[src/inc/vda_defines.svh]
`ifndef VDA_DEFINES_SVH
`define VDA_DEFINES_SVH
// What this block does
// - Sixteen-byte store, layout set by mode
// - Dedicated-line mode takes only line 16
// - Packet mode accepts only 8/30 rows, or row 0 in header mode
// - Format 1 bytes stored unchanged
// - Format 2 Hamming checked, single errors corrected
// - Format 2 store drives data ready low
// - Biphase error blocks dedicated-line store
// - Dedicated-line store drives data ready low
// - Header mode A: bytes 38-45, 30-37
// - Header mode B: bytes 22-29, 14-21
// - New line refreshes store unless bus busy
// - Store readable at any time
// - First field flag high during field one
// - Address select picks 20/21 or 22/23
// - Test input high enables test mode
// - Oscillator 10 MHz or 13.875 MHz
// - Slicer averaging window per mode
// - Control bit 1 selects mode, reset zero
// - Control bit 0 selects format 2 or other
// - Control bit 2 selects format 1 or header
// - Control bit 3 selects header order
`define VDA_OFF_CTRL      8'h00
`define VDA_OFF_STATUS    8'h04
`define VDA_OFF_ADDR      8'h08
`define VDA_OFF_STORE     2'b01
`define VDA_CTRL_RST      8'h00
`define VDA_BIT_FMT       0
`define VDA_BIT_MODE      1
`define VDA_BIT_HDR       2
`define VDA_BIT_ORDER     3
`define VDA_I2C_ADDR_LO   8'h20
`define VDA_I2C_ADDR_HI   8'h22
`define VDA_DL_LINE       9'h010
`define VDA_DEW_FIRST     9'h007
`define VDA_DEW_LAST      9'h016
`define VDA_STORE_BYTES   6'h10
`define VDA_PKT_DATA0     6'h03
`define VDA_PKT_DATA_END  6'h13
`define VDA_HDR_BASE      7'h04
`define VDA_HDR_A_HI      7'h26
`define VDA_HDR_A_LO      7'h1e
`define VDA_HDR_B_HI      7'h16
`define VDA_HDR_B_LO      7'h0e
`define VDA_ROW_830       5'h1e
`define VDA_OSC_DL_KHZ    10000
`define VDA_OSC_PKT_KHZ   13875
`endif

[src/inc/vda_pkg.sv]
package vda_pkg;
    typedef enum logic [2:0] {
        ST_IDLE = 3'b001,
        ST_LINE = 3'b010,
        ST_DONE = 3'b100
    } vda_state_t;

    typedef enum logic [2:0] {
        K_NONE = 3'h0,
        K_PEND = 3'h1,
        K_F1   = 3'h2,
        K_F2   = 3'h3,
        K_HDR  = 3'h4
    } vda_kind_t;

    typedef struct packed {
        vda_state_t      st;
        vda_kind_t       kind;
        logic [7:0]      ctrl;
        logic [15:0][7:0] store;
        logic [15:0][7:0] stage;
        logic [15:0]     stage_vld;
        logic [7:0]      sh;
        logic [2:0]      bitn;
        logic [5:0]      idx;
        logic            half;
        logic            half_bit;
        logic            bip_err;
        logic            access_seen;
        logic            line_ok;
        logic            pkt;
        logic            data_entry_window;
        logic [3:0]      addr_lo;
        logic [8:0]      line_cnt;
        logic            clk_d;
        logic            hs_d;
        logic            vs_d;
        logic            drdy_n;
        logic            ack;
        logic [31:0]     rdata;
        logic            last_bip;
        logic            last_drop;
        logic            win;
        logic            ff;
    } vda_regs_t;
endpackage

[src/logic/vda_acq.sv]
`timescale 1ns/100ps
`include "vda_defines.svh"
module vda_acq
    import vda_pkg::*;
(
    input  wire logic        core_clk_i,
    input  wire logic        rst_i,
    input  wire logic [7:0]  avs_address_i,
    input  wire logic        avs_read_i,
    input  wire logic        avs_write_i,
    input  wire logic [31:0] avs_writedata_i,
    input  wire logic [3:0]  avs_byteenable_i,
    output logic      [31:0] avs_readdata_o,
    output logic             avs_waitrequest_o,
    input  wire logic        data_clk_i,
    input  wire logic        data_bit_i,
    input  wire logic        data_gate_i,
    input  wire logic        hsync_i,
    input  wire logic        vsync_i,
    input  wire logic        field_i,
    input  wire logic        runin_i,
    input  wire logic        bus_address_select_i,
    input  wire logic        test_mode_input_i,
    output logic             data_ready_n_o,
    output logic             first_field_flag_o,
    output logic             slice_window_o,
    output logic             osc_fast_sel_o
);
    vda_regs_t   r;
    vda_regs_t   n;
    logic [8:0]  sync_q;
    logic        clk_s;
    logic        bit_s;
    logic        gate_s;
    logic        hs_s;
    logic        vs_s;
    logic        field_s;
    logic        runin_s;
    logic        sel_s;
    logic        tst_s;
    logic        busy;
    logic        in_dew;
    logic [7:0]  new_byte;
    logic [3:0]  ham_nib;
    logic        ham_ok;
    logic [31:0] rd_word;
    vda_kind_t   want;

    vda_sync #(.W(9)) u_sync (
        .core_clk_i (core_clk_i),
        .rst_i      (rst_i),
        .d_i        ({data_clk_i, data_bit_i, data_gate_i, hsync_i, vsync_i,
                      field_i, runin_i, bus_address_select_i, test_mode_input_i}),
        .q_o        (sync_q)
    );
    assign {clk_s, bit_s, gate_s, hs_s, vs_s, field_s, runin_s, sel_s, tst_s} = sync_q;

    // Packet bytes arrive LSB first, dedicated-line bytes MSB first
    assign new_byte = r.pkt ? {bit_s, r.sh[7:1]} : {r.sh[6:0], r.half_bit};

    vda_ham84 u_ham (
        .code_i (new_byte),
        .data_o (ham_nib),
        .ok_o   (ham_ok)
    );

    assign busy   = avs_read_i | avs_write_i;
    assign in_dew = (r.line_cnt >= `VDA_DEW_FIRST) && (r.line_cnt <= `VDA_DEW_LAST);

    always_comb
    begin
        if (!r.ctrl[`VDA_BIT_FMT])
            want = K_F2;
        else if (r.ctrl[`VDA_BIT_HDR])
            want = K_HDR;
        else
            want = K_F1;
    end

    always_comb
    begin
        rd_word = 32'h0000_0000;
        if (avs_address_i == `VDA_OFF_CTRL)
            rd_word[7:0] = r.ctrl;
        else if (avs_address_i == `VDA_OFF_STATUS)
            rd_word[5:0] = {r.ff, r.last_drop, r.last_bip, tst_s, r.pkt, ~r.drdy_n};
        else if (avs_address_i == `VDA_OFF_ADDR)
            rd_word[7:0] = sel_s ? `VDA_I2C_ADDR_HI : `VDA_I2C_ADDR_LO;
        else if (avs_address_i[7:6] == `VDA_OFF_STORE && avs_address_i[1:0] == 2'b00)
            rd_word[7:0] = r.store[avs_address_i[5:2]];
    end

    always_comb
    begin
        logic [6:0] pos;
        logic [6:0] hi;
        logic [6:0] lo;
        logic [4:0] row;
        n   = r;
        pos = 7'(r.idx) + `VDA_HDR_BASE;
        hi  = r.ctrl[`VDA_BIT_ORDER] ? `VDA_HDR_B_HI : `VDA_HDR_A_HI;
        lo  = r.ctrl[`VDA_BIT_ORDER] ? `VDA_HDR_B_LO : `VDA_HDR_A_LO;
        row = {ham_nib, r.addr_lo[3]};

        n.clk_d = clk_s;
        n.hs_d  = hs_s;
        n.vs_d  = vs_s;
        n.ff    = field_s;
        // Averaging window: line 16, or run-in inside the entry window
        n.win   = r.ctrl[`VDA_BIT_MODE] ? (in_dew && runin_s)
                                        : (r.line_cnt == `VDA_DL_LINE);
        if (vs_s && !r.vs_d)
            n.line_cnt = 9'h000;
        else if (hs_s && !r.hs_d && r.line_cnt != 9'h1ff)
            n.line_cnt = r.line_cnt + 9'h001;

        n.ack = busy && !r.ack;
        if (busy && !r.ack)
            n.rdata = rd_word;
        if (r.ack && avs_write_i && avs_address_i == `VDA_OFF_CTRL && avs_byteenable_i[0])
        begin
            // Test bits only move while the test input is high
            n.ctrl[3:0] = avs_writedata_i[3:0];
            if (tst_s)
                n.ctrl[7:4] = avs_writedata_i[7:4];
        end
        if (r.ack && avs_read_i && avs_address_i == `VDA_OFF_STATUS)
            n.drdy_n = 1'b1;

        case (r.st)
            ST_IDLE:
            begin
                if (gate_s)
                begin
                    n.st          = ST_LINE;
                    n.idx         = 6'h00;
                    n.bitn        = 3'h0;
                    n.half        = 1'b0;
                    n.bip_err     = 1'b0;
                    n.access_seen = busy;
                    n.stage_vld   = 16'h0000;
                    n.kind        = K_NONE;
                    n.pkt         = r.ctrl[`VDA_BIT_MODE];
                    n.data_entry_window         = in_dew;
                    n.line_ok     = !r.ctrl[`VDA_BIT_MODE]
                                    && (r.line_cnt == `VDA_DL_LINE);
                end
            end
            ST_LINE:
            begin
                if (busy)
                    n.access_seen = 1'b1;
                if (!gate_s)
                    n.st = ST_DONE;
                else if (clk_s && !r.clk_d)
                begin
                    if (!r.pkt && !r.half)
                    begin
                        n.half     = 1'b1;
                        n.half_bit = bit_s;
                    end
                    else
                    begin
                        n.half = 1'b0;
                        if (!r.pkt && bit_s == r.half_bit)
                            n.bip_err = 1'b1;
                        n.sh   = new_byte;
                        n.bitn = r.bitn + 3'h1;
                        if (r.bitn == 3'h7)
                        begin
                            if (r.idx != 6'h3f)
                                n.idx = r.idx + 6'h01;
                            if (!r.pkt)
                            begin
                                if (r.idx < `VDA_STORE_BYTES)
                                begin
                                    n.stage[r.idx[3:0]]     = new_byte;
                                    n.stage_vld[r.idx[3:0]] = 1'b1;
                                end
                            end
                            else if (r.data_entry_window)
                            begin
                                if (r.idx == 6'h00)
                                begin
                                    n.addr_lo = ham_nib;
                                    n.data_entry_window     = ham_ok;
                                end
                                else if (r.idx == 6'h01)
                                begin
                                    if (!ham_ok)
                                        n.data_entry_window = 1'b0;
                                    else if (row == 5'h00 && want == K_HDR)
                                    begin
                                        n.kind    = K_HDR;
                                        n.line_ok = 1'b1;
                                    end
                                    else if (row == `VDA_ROW_830 && r.addr_lo[2:0] == 3'h0
                                             && want != K_HDR)
                                        n.kind = K_PEND;
                                    else
                                        n.data_entry_window = 1'b0;
                                end
                                else if (r.idx == 6'h02 && r.kind == K_PEND)
                                begin
                                    // Designation code tells format 1 from format 2
                                    if (ham_ok && ham_nib[3:1] == 3'h0 && want == K_F1)
                                    begin
                                        n.kind    = K_F1;
                                        n.line_ok = 1'b1;
                                    end
                                    else if (ham_ok && ham_nib[3:1] == 3'h1 && want == K_F2)
                                    begin
                                        n.kind    = K_F2;
                                        n.line_ok = 1'b1;
                                    end
                                    else
                                        n.data_entry_window = 1'b0;
                                end
                                else if (r.line_ok && r.kind == K_HDR)
                                begin
                                    if (pos >= hi && pos < hi + 7'h08)
                                    begin
                                        n.stage[4'(pos - hi)]     = new_byte;
                                        n.stage_vld[4'(pos - hi)] = 1'b1;
                                    end
                                    else if (pos >= lo && pos < lo + 7'h08)
                                    begin
                                        n.stage[4'(pos - lo + 7'h08)]     = new_byte;
                                        n.stage_vld[4'(pos - lo + 7'h08)] = 1'b1;
                                    end
                                end
                                else if (r.line_ok && r.idx >= `VDA_PKT_DATA0
                                         && r.idx < `VDA_PKT_DATA_END)
                                begin
                                    if (r.kind == K_F1)
                                    begin
                                        n.stage[4'(r.idx - `VDA_PKT_DATA0)] = new_byte;
                                        n.stage_vld[4'(r.idx - `VDA_PKT_DATA0)] = 1'b1;
                                    end
                                    else if (ham_ok)
                                    begin
                                        // Uncorrectable bytes keep the old store value
                                        n.stage[4'(r.idx - `VDA_PKT_DATA0)] = {4'h0, ham_nib};
                                        n.stage_vld[4'(r.idx - `VDA_PKT_DATA0)] = 1'b1;
                                    end
                                end
                            end
                        end
                    end
                end
            end
            ST_DONE:
            begin
                n.st        = ST_IDLE;
                n.last_bip  = !r.pkt && r.bip_err;
                n.last_drop = r.access_seen || busy;
                // Dropped, not queued: a stale line is worse than a missed one
                if (!busy && !r.access_seen && r.line_ok
                    && (r.pkt || (!r.bip_err && r.idx >= `VDA_STORE_BYTES)))
                begin
                    for (int i = 0; i < 16; i++)
                    begin
                        if (r.stage_vld[i])
                            n.store[i] = r.stage[i];
                    end
                    if (!r.pkt || r.kind == K_F2)
                        n.drdy_n = 1'b0;
                end
            end
            default:
                n.st = ST_IDLE;
        endcase
    end

    always_ff @(posedge core_clk_i)
    begin
        if (rst_i)
        begin
            r        <= '0;
            r.st     <= ST_IDLE;
            r.kind   <= K_NONE;
            r.ctrl   <= `VDA_CTRL_RST;
            r.drdy_n <= 1'b1;
        end
        else
            r <= n;
    end

    assign avs_waitrequest_o  = busy && !r.ack;
    assign avs_readdata_o     = r.rdata;
    assign data_ready_n_o     = r.drdy_n;
    assign first_field_flag_o = r.ff;
    assign slice_window_o     = r.win;
    assign osc_fast_sel_o     = r.ctrl[`VDA_BIT_MODE];
endmodule

[src/logic/vda_ham84.sv]
`timescale 1ns/100ps
module vda_ham84 (
    input  wire logic [7:0] code_i,
    output logic      [3:0] data_o,
    output logic            ok_o
);
    logic [2:0] syn;
    logic       par_bad;
    logic [3:0] d;

    // Odd-parity checks; a bad overall parity means one bit flipped
    always_comb
    begin
        syn[0]  = ~(code_i[0] ^ code_i[1] ^ code_i[5] ^ code_i[7]);
        syn[1]  = ~(code_i[2] ^ code_i[1] ^ code_i[3] ^ code_i[7]);
        syn[2]  = ~(code_i[4] ^ code_i[1] ^ code_i[3] ^ code_i[5]);
        par_bad = ~(^code_i);
        d       = {code_i[7], code_i[5], code_i[3], code_i[1]};
        if (par_bad)
        begin
            case (syn)
                3'b111:  d[0] = ~d[0];
                3'b110:  d[1] = ~d[1];
                3'b101:  d[2] = ~d[2];
                3'b011:  d[3] = ~d[3];
                default: d    = d;
            endcase
        end
        data_o = d;
        ok_o   = par_bad | (syn == 3'b000);
    end
endmodule

[src/logic/vda_sync.sv]
`timescale 1ns/100ps
module vda_sync #(
    parameter int W = 1
) (
    input  wire logic         core_clk_i,
    input  wire logic         rst_i,
    input  wire logic [W-1:0] d_i,
    output logic      [W-1:0] q_o
);
    logic [W-1:0] meta_ff;
    logic [W-1:0] q_ff;

    always_ff @(posedge core_clk_i)
    begin
        if (rst_i)
        begin
            meta_ff <= '0;
            q_ff    <= '0;
        end
        else
        begin
            meta_ff <= d_i;
            q_ff    <= meta_ff;
        end
    end

    assign q_o = q_ff;
endmodule

[config.mk]
export PLATFORM = sky130hd
export DESIGN_NAME = vda_acq
export DESIGN_NICKNAME = d
export VERILOG_FILES = /design/src/inc/vda_pkg.sv /design/src/logic/vda_acq.sv /design/src/logic/vda_ham84.sv /design/src/logic/vda_sync.sv
export VERILOG_INCLUDE_DIRS = /design/src /design/src/inc
export SDC_FILE = /design/constraint.sdc
export NUM_CORES = 1
export LEC_CHECK = 0
export ABC_AREA = 1
export BUFFER_PORTS_ARGS = -buffer_cell sky130_fd_sc_hd__buf_2
export CORE_AREA = 2 2 210 212
export CTS_CLUSTER_DIAMETER = 150
export CTS_CLUSTER_SIZE = 20
export DETAILED_ROUTE_END_ITERATION = 6
export DIE_AREA = 0 0 212 214
export GPL_TIMING_DRIVEN = 0
export PLACE_DENSITY = 0.67
export SETUP_SLACK_MARGIN = 0.3
export SLEW_MARGIN = 20
export SYNTH_ARGS = -nofsm -noshare
export SYNTH_HDL_FRONTEND = slang
export SYNTH_HIERARCHICAL = 1
export SYNTH_SLANG_ARGS = --single-unit
[constraint.sdc]
create_clock -name core_clk_i -period 4.75 [get_ports core_clk_i]
set_clock_uncertainty 0.15 [all_clocks]
set_input_delay 0.7125 -clock core_clk_i [delete_from_list [all_inputs] [get_ports core_clk_i]]
set_output_delay 0.7125 -clock core_clk_i [all_outputs]
set_load 0.01 [all_outputs]
Word-level counts from Yosys, hierarchy flattened
Cells that the tools add are included.
- input port bits: 57
- register bits: 358
- output and inout port bits: 37
- word-level logic and storage cells: 388
- magnitude comparators: 19
- bitwise gates (word level): 25
- mux-type cells: 120
- reduce and logical (&&, ||, !) cells: 94
- equality and inequality tests: 59
- add/sub/neg operators: 10
- operators by type and width (kind ; number):
    144-bit two-way mux ; 12
    128-bit bitwise mux ; 5
    8-bit demux with 4-bit select ; 4
    36-bit two-way mux ; 2
    8-bit two-way mux ; 9
    16-bit bitwise OR ; 4
    3-bit two-way mux ; 17
    3-bit AND reduction ; 17
    5-bit two-way mux ; 8
    1-bit two-way mux ; 39
    13-bit AND reduction ; 3
    1-bit logical AND ; 38
    33-bit two-way mux ; 1
    8-bit binary-select mux with 4-bit select ; 1
    16-bit two-way mux ; 2
    16-bit one-hot mux with 2 select lines ; 1
    6-bit two-way mux ; 5
    2-bit inequality test (second input constant) ; 14
    3-bit inequality test (second input constant) ; 9
    4-bit by 5-bit < comparator with 1-bit output (second input constant) ; 5
    3-bit equality test (second input constant) ; 7
    10-bit one-hot mux with 2 select lines ; 1
    3-bit by 2-bit equality test with 1-bit output (second input constant) ; 6
    3-bit one-hot mux with 2 select lines ; 3
    61 further kinds ; 114

Depth between registers and ports, before layout
- word-level depth: 23
- mapped depth: 30
- depth with buffers taken out: 25

Modules after synthesis
Netlist, hierarchy kept.
- by module, submodules not included (module ; sequential area each (um^2) ; area an instance (um^2) ; cells an instance ; instances):
    vda_acq ; 6806.5 ; 18601.6 ; 2867 ; 1
    vda_sync ; 360.3 ; 521.8 ; 56 ; 1
    vda_ham84 ; 0.0 ; 465.4 ; 97 ; 1

Least setup slack after synthesis
No wires, ideal clock.
- path type: flip-flop to flip-flop
- start point: register r[55] (netlist bit)
- end point: register r[190] (netlist bit)
- data required time: 4487 ps
- setup time: 113 ps
- period minus slack after synthesis: 3460 ps
- arrival time: 3197 ps
- stages on the path, launching flop included: 24
- path buffers: 7
- setup slack: 1290 ps
- cell sequence: dfxtp_1 > buf_4 > inv_2 > buf_2 > buf_2 > buf_2 > nand2_1 > buf_2 > nand2_1 > nand2_1 > nand2_1 > nand2_1 > nand2_4 > nand2_1 > o21ai_0 > inv_1 > nand3_2 > nand2_2 > nor2_8 > buf_12 > nand3_2 > buf_6 > nor2_1 > nor2_1
- elaborated cells between the ends (all ways): 50
- classes of those cells: eq/ne: 8; mux: 20; bitwise: 16; reduce/logical: 6
- RTL lines (what ; line ; RTL):
    start: declaration ; vda_acq.sv:29 ; vda_regs_t r;
    start signal: assignment ; vda_acq.sv:286 ; r <= n;
    8-bit two-way mux (*) ; vda_acq.sv:59 ; assign new_byte = r.pkt ? {bit_s, r.sh[7:1]} : {r.sh[6:0], r.half_bit};
    named net new_byte[7] ; vda_acq.sv:43 ; logic [7:0] new_byte;
    1-bit bitwise XOR, on equally long branches ; vda_ham84.sv:14, vda_ham84.sv:15 ;
    1-bit inverter, on equally long branches ; vda_ham84.sv:14, vda_ham84.sv:15 ;
    3-bit zero test ; vda_ham84.sv:30 ; ok_o = par_bad | (syn == 3'b000);
    1-bit bitwise OR (*) ; vda_ham84.sv:30 ;
    named net ham_ok ; vda_acq.sv:45 ; logic ham_ok;
    4-bit by 1-bit inequality test with 1-bit output (no line) (*) ; - ;
    13-bit AND reduction (no line) (*) ; - ;
Mark *: on every way through the listed nets, which the timed path passes. The rest lies on a longest branch. The select of a mux whose other input is x is not followed.
A chain may end at the register's enable or synchronous reset.

Worst setup path in the final report
- start point: register r[55] (netlist bit)
- end point: register r[192] (netlist bit)
- elaborated cells between the ends (all ways): 50
- classes of those cells: eq/ne: 8; mux: 20; bitwise: 16; reduce/logical: 6
- RTL lines (what ; line ; RTL):
    8-bit two-way mux (*) ; vda_acq.sv:59 ;
    named net new_byte[7] ; vda_acq.sv:43 ;
    1-bit bitwise XOR, on equally long branches ; vda_ham84.sv:14, vda_ham84.sv:15 ;
    1-bit inverter, on equally long branches ; vda_ham84.sv:14, vda_ham84.sv:15 ;
    3-bit equality test ; vda_ham84.sv:21 ; case (syn)
    1-bit two-way mux ; vda_ham84.sv:21 ;
    4-bit two-way mux (*) ; vda_ham84.sv:19 ; if (par_bad)
    named net ham_nib[2] ; vda_acq.sv:44 ; logic [3:0] ham_nib;
    [2 not listed] ; - ;
    144-bit two-way mux (*) ; vda_acq.sv:235 ; if (r.kind == K_F1)
    144-bit two-way mux (*) ; vda_acq.sv:232 ; else if (r.line_ok && r.idx >= `VDA_PKT_DATA0
    144-bit two-way mux (*) ; vda_acq.sv:219 ; else if (r.line_ok && r.kind == K_HDR)
    144-bit two-way mux (*) ; vda_acq.sv:203 ; else if (r.idx == 6'h02 && r.kind == K_PEND)
    144-bit two-way mux (*) ; vda_acq.sv:188 ; else if (r.idx == 6'h01)
    144-bit two-way mux (*) ; vda_acq.sv:183 ; if (r.idx == 6'h00)
    144-bit two-way mux (*) ; vda_acq.sv:181 ; else if (r.data_entry_window)
    144-bit two-way mux (*) ; vda_acq.sv:173 ; if (!r.pkt)
Marked as above.

==> impl_metrics.ini <==
[outcome]
status = complete, no violations

[setup_path]
required_ns = 5.10
crit_fanout = 10
worst_setup_path_end_kind = flop
reg2reg_to = r[192]$_SDFFE_PP0P_
rr_worst_depth = 27
rrSetupSlack_ns = 0.40
reg2reg_from = r[55]$_SDFFE_PP0P_
critical_path_class = flop to flop
critPathLaunchType = flop
arrival_ns = 4.69

[clocking]
cts-root-buf = clkbuf_16
cts_max_level = 1
cts_made_buffers = 21
cts_max_path_buffers = 3
cts_sinks = 358
clock_latency_ns = 0.58
cts.reportedPaths.clkPinSlew_ns = 0.09
cts_tree = yes

[grt]
grt_overflow = 0
antenna_found_initial = 5
grt_usage_pct = 34.2
grt_pass1_wl_um = 116000
grt_max_degree = 21
grt_pass1_vias = 18671

[power_and_ir_drop]
power_density_nw_per_um2 = 259
p_leak_uw = 0.00912
ir_worst_vdd_mv = 0.285

[yosys]
ys_ff_latch = 358
synth.avg_cell_area_um2 = 6.49
synth_edf_count = 0
seq_area_frac_synth_pct = 36.6
ys_types = 52
yosysMostFrequentCell = nand2_1
synthFlopType = dfxtp_1
synthTopCellsByCount = nand2_1, inv_1, nor2_1
yosys_warnings = 6
syn_inst = 3020
async_reset_ff_share_pct = 0
synthTopCellsByArea = dfxtp_1, nand2_1, o21ai_0, inv_1, nor2_1
synth_top_area_cell = dfxtp_1
synthesis.area_um2 = 19600
synth_top_area_share_pct = 36.6

[hold_path]
hp-class = primary input to flop
whs_path_depth = 2
worstHoldEndpoint = u_sync/q_o[0]$_SDFF_PP0_
hold_start = rst_i

[floorplan]
core_area_um2 = 42900
io_pins = 94
rows = 76
die_area_um2 = 45400
start_util_pct = 45.7
die_x_um = 212
die_h_um = 214

[routing]
dr.pass1.iters = 6
drtIter0Drc = 1962
m1WireLength_um = 33700
dr_wl_met3_um = 6490
vias_per_cell = 5.44
dr_total_vias = 20096
route.detailed.drc = 0
antenna_left = 0
totalWireLength_um = 78500
wl_met2_um = 34400
wire_per_inst_um = 21.2
highest_layer = met5

[cells_and_area]
multi_input_area_um2 = 9900
nNetsFinal = 3190
fin_util_pct = 49.7
n_fill_cell = 4491
area_growth_pct = 8.73
num_antenna_cells = 0
register_area_um2 = 7170
drive_gt1_share_pct = 9.94

[sta]
holdWs_ns = 0.203
max_freq_mhz = 230
finalMaxSlewViolations = 0
max_slew_margin_pct = 22.4
post-route-min-period_ns = 4.35
finalWorstSetupSlack_ns = 0.404
post-route-period-util_pct = 91.5
worstMarginPinSlew_ns = 1.16
rsz0062_at_grt = no
setup_tns_ns = 0
final_hold_viol_count = 0
setup_viol = 0

[place]
gp_congestion = 1.02
io_buffers = 38
pre_cts_ws_ns = -0.745
hpwl_um = 61900

[job]
max-cap-violations = 0
-- through the flow --
step	instance area (um2)	cells	power, uW
final	21300	3695	5520
after global routing	21300	3695	5690
after CTS	21200	3689	5520
after detailed placement	20600	3666	3680
after global placement	20600	3666	3680
after floorplan	19700	3043	3470
-- worst max path at each step --
stage,from,end,depth (start not counted)
floorplan,r[55]$_SDFFE_PP0P_,r[190]$_SDFFE_PP0P_,23
global placement,r[55]$_SDFFE_PP0P_,r[135]$_SDFFE_PP0P_,27
detailed placement,r[55]$_SDFFE_PP0P_,r[135]$_SDFFE_PP0P_,27
CTS,r[55]$_SDFFE_PP0P_,r[135]$_SDFFE_PP0P_,27
global route,r[55]$_SDFFE_PP0P_,r[192]$_SDFFE_PP0P_,27
finish,r[55]$_SDFFE_PP0P_,r[192]$_SDFFE_PP0P_,27
-- routing by layer --
metal,global-route usage [%],vias to the layer above
met3,5.32,211
met1,46.7,9243
met2,53.4,914
li1,-,9722
met4,14.9,6
met5,0,-
-- cell families (layout without fill, tap and decap cells) --
family | after synthesis | in the layout | synth area share (%)
adder cells (fa/ha/maj) | 23 | 23 | 1.47
other | 1 | 24 | 0.0191
buffers and inverters | 624 | 691 | 13.7
AND/OR/NAND/NOR | 1321 | 1321 | 29.1
AO/OA/AOI/OAI | 689 | 689 | 18.9
flip-flops | 358 | 358 | 36.6
XOR/XNOR | 4 | 4 | 0.179
-- cells in the final DEF (no fill, tap or decap), types with 9 or more instances in the layout --
master	instances
nand3_4	9
o221ai_1	12
nor2_2	14
dfxtp_1	358
inv_1	411
nand2_1	692
buf_1	10
o22ai_1	68
nor2_1	357
ha_1	23
nand2_2	22
o21ai_0	308
buf_4	49
conb_1	24
nor2_4	9
clkbuf_1	66
nand3_2	20
buf_6	15
nand4_1	21
a21oi_1	247
nand3_1	135
inv_2	22
buf_2	83
clkbuf_16	21
nor3_1	21
o211ai_1	9
-- registers in the layout (all words and copies together), names as in the netlist --
| register | flops |
|---|---|
| r | 328 |
| u_sync/q_o | 9 |
| data_ready_n_o | 1 |
| slice_window_o | 1 |
| avs_readdata_o | 8 |
| u_sync/meta_ff | 9 |
| osc_fast_sel_o | 1 |
| first_field_flag_o | 1 |
-- critical path: stages, from the launching register on --
cell,delay [ns]
dfxtp_1,0.30
buf_4,0.16
inv_2,0.16
buf_4,0.24
buf_4,0.23
buf_6,0.23
nand2_4,0.15
buf_4,0.24
nand2_2,0.18
inv_2,0.09
nand2_1,0.08
nand2_2,0.08
nand2_1,0.06
nand2_1,0.06
nand2_2,0.08
nand2_4,0.09
nor2_2,0.10
nor2_1,0.05
nor2_2,0.17
nand2_1,0.12
o21ai_2,0.17
inv_2,0.13
clkbuf_4,0.23
o22ai_1,0.14
nand2_1,0.08
o21ai_1,0.27
nor2_1,0.09
nor2_1,0.10
-- area by class of cell --
class	instances	share of cell area (%)
multi-input combinational	2061	46.5
buffer	184	4.98
inverter	440	7.78
sequential	358	33.6
timing repair buffer	44	1.10
clock inverter	1	0.0411
clock buffer	22	2.53
tap	585	3.44
-- where the power goes --
group	total (uW)	leakage, uW	switching, uW	internal, uW
logic	602	0.00596	451	151
clock network	1880	0.000271	1070	812
registers	3040	0.00289	17.0	3020
-- repair_timing --
item / 4_1_cts / 5_1_grt
buffers inserted: 0 / 6
pin swaps: 0 / 2
hold buffers: 0 / 0
endpoints found under the setup margin: 149 / 121
cloned: 0 / 0
gates resized for setup: 22 / 23
No activity file was read; power rests on OpenSTA's default activity.
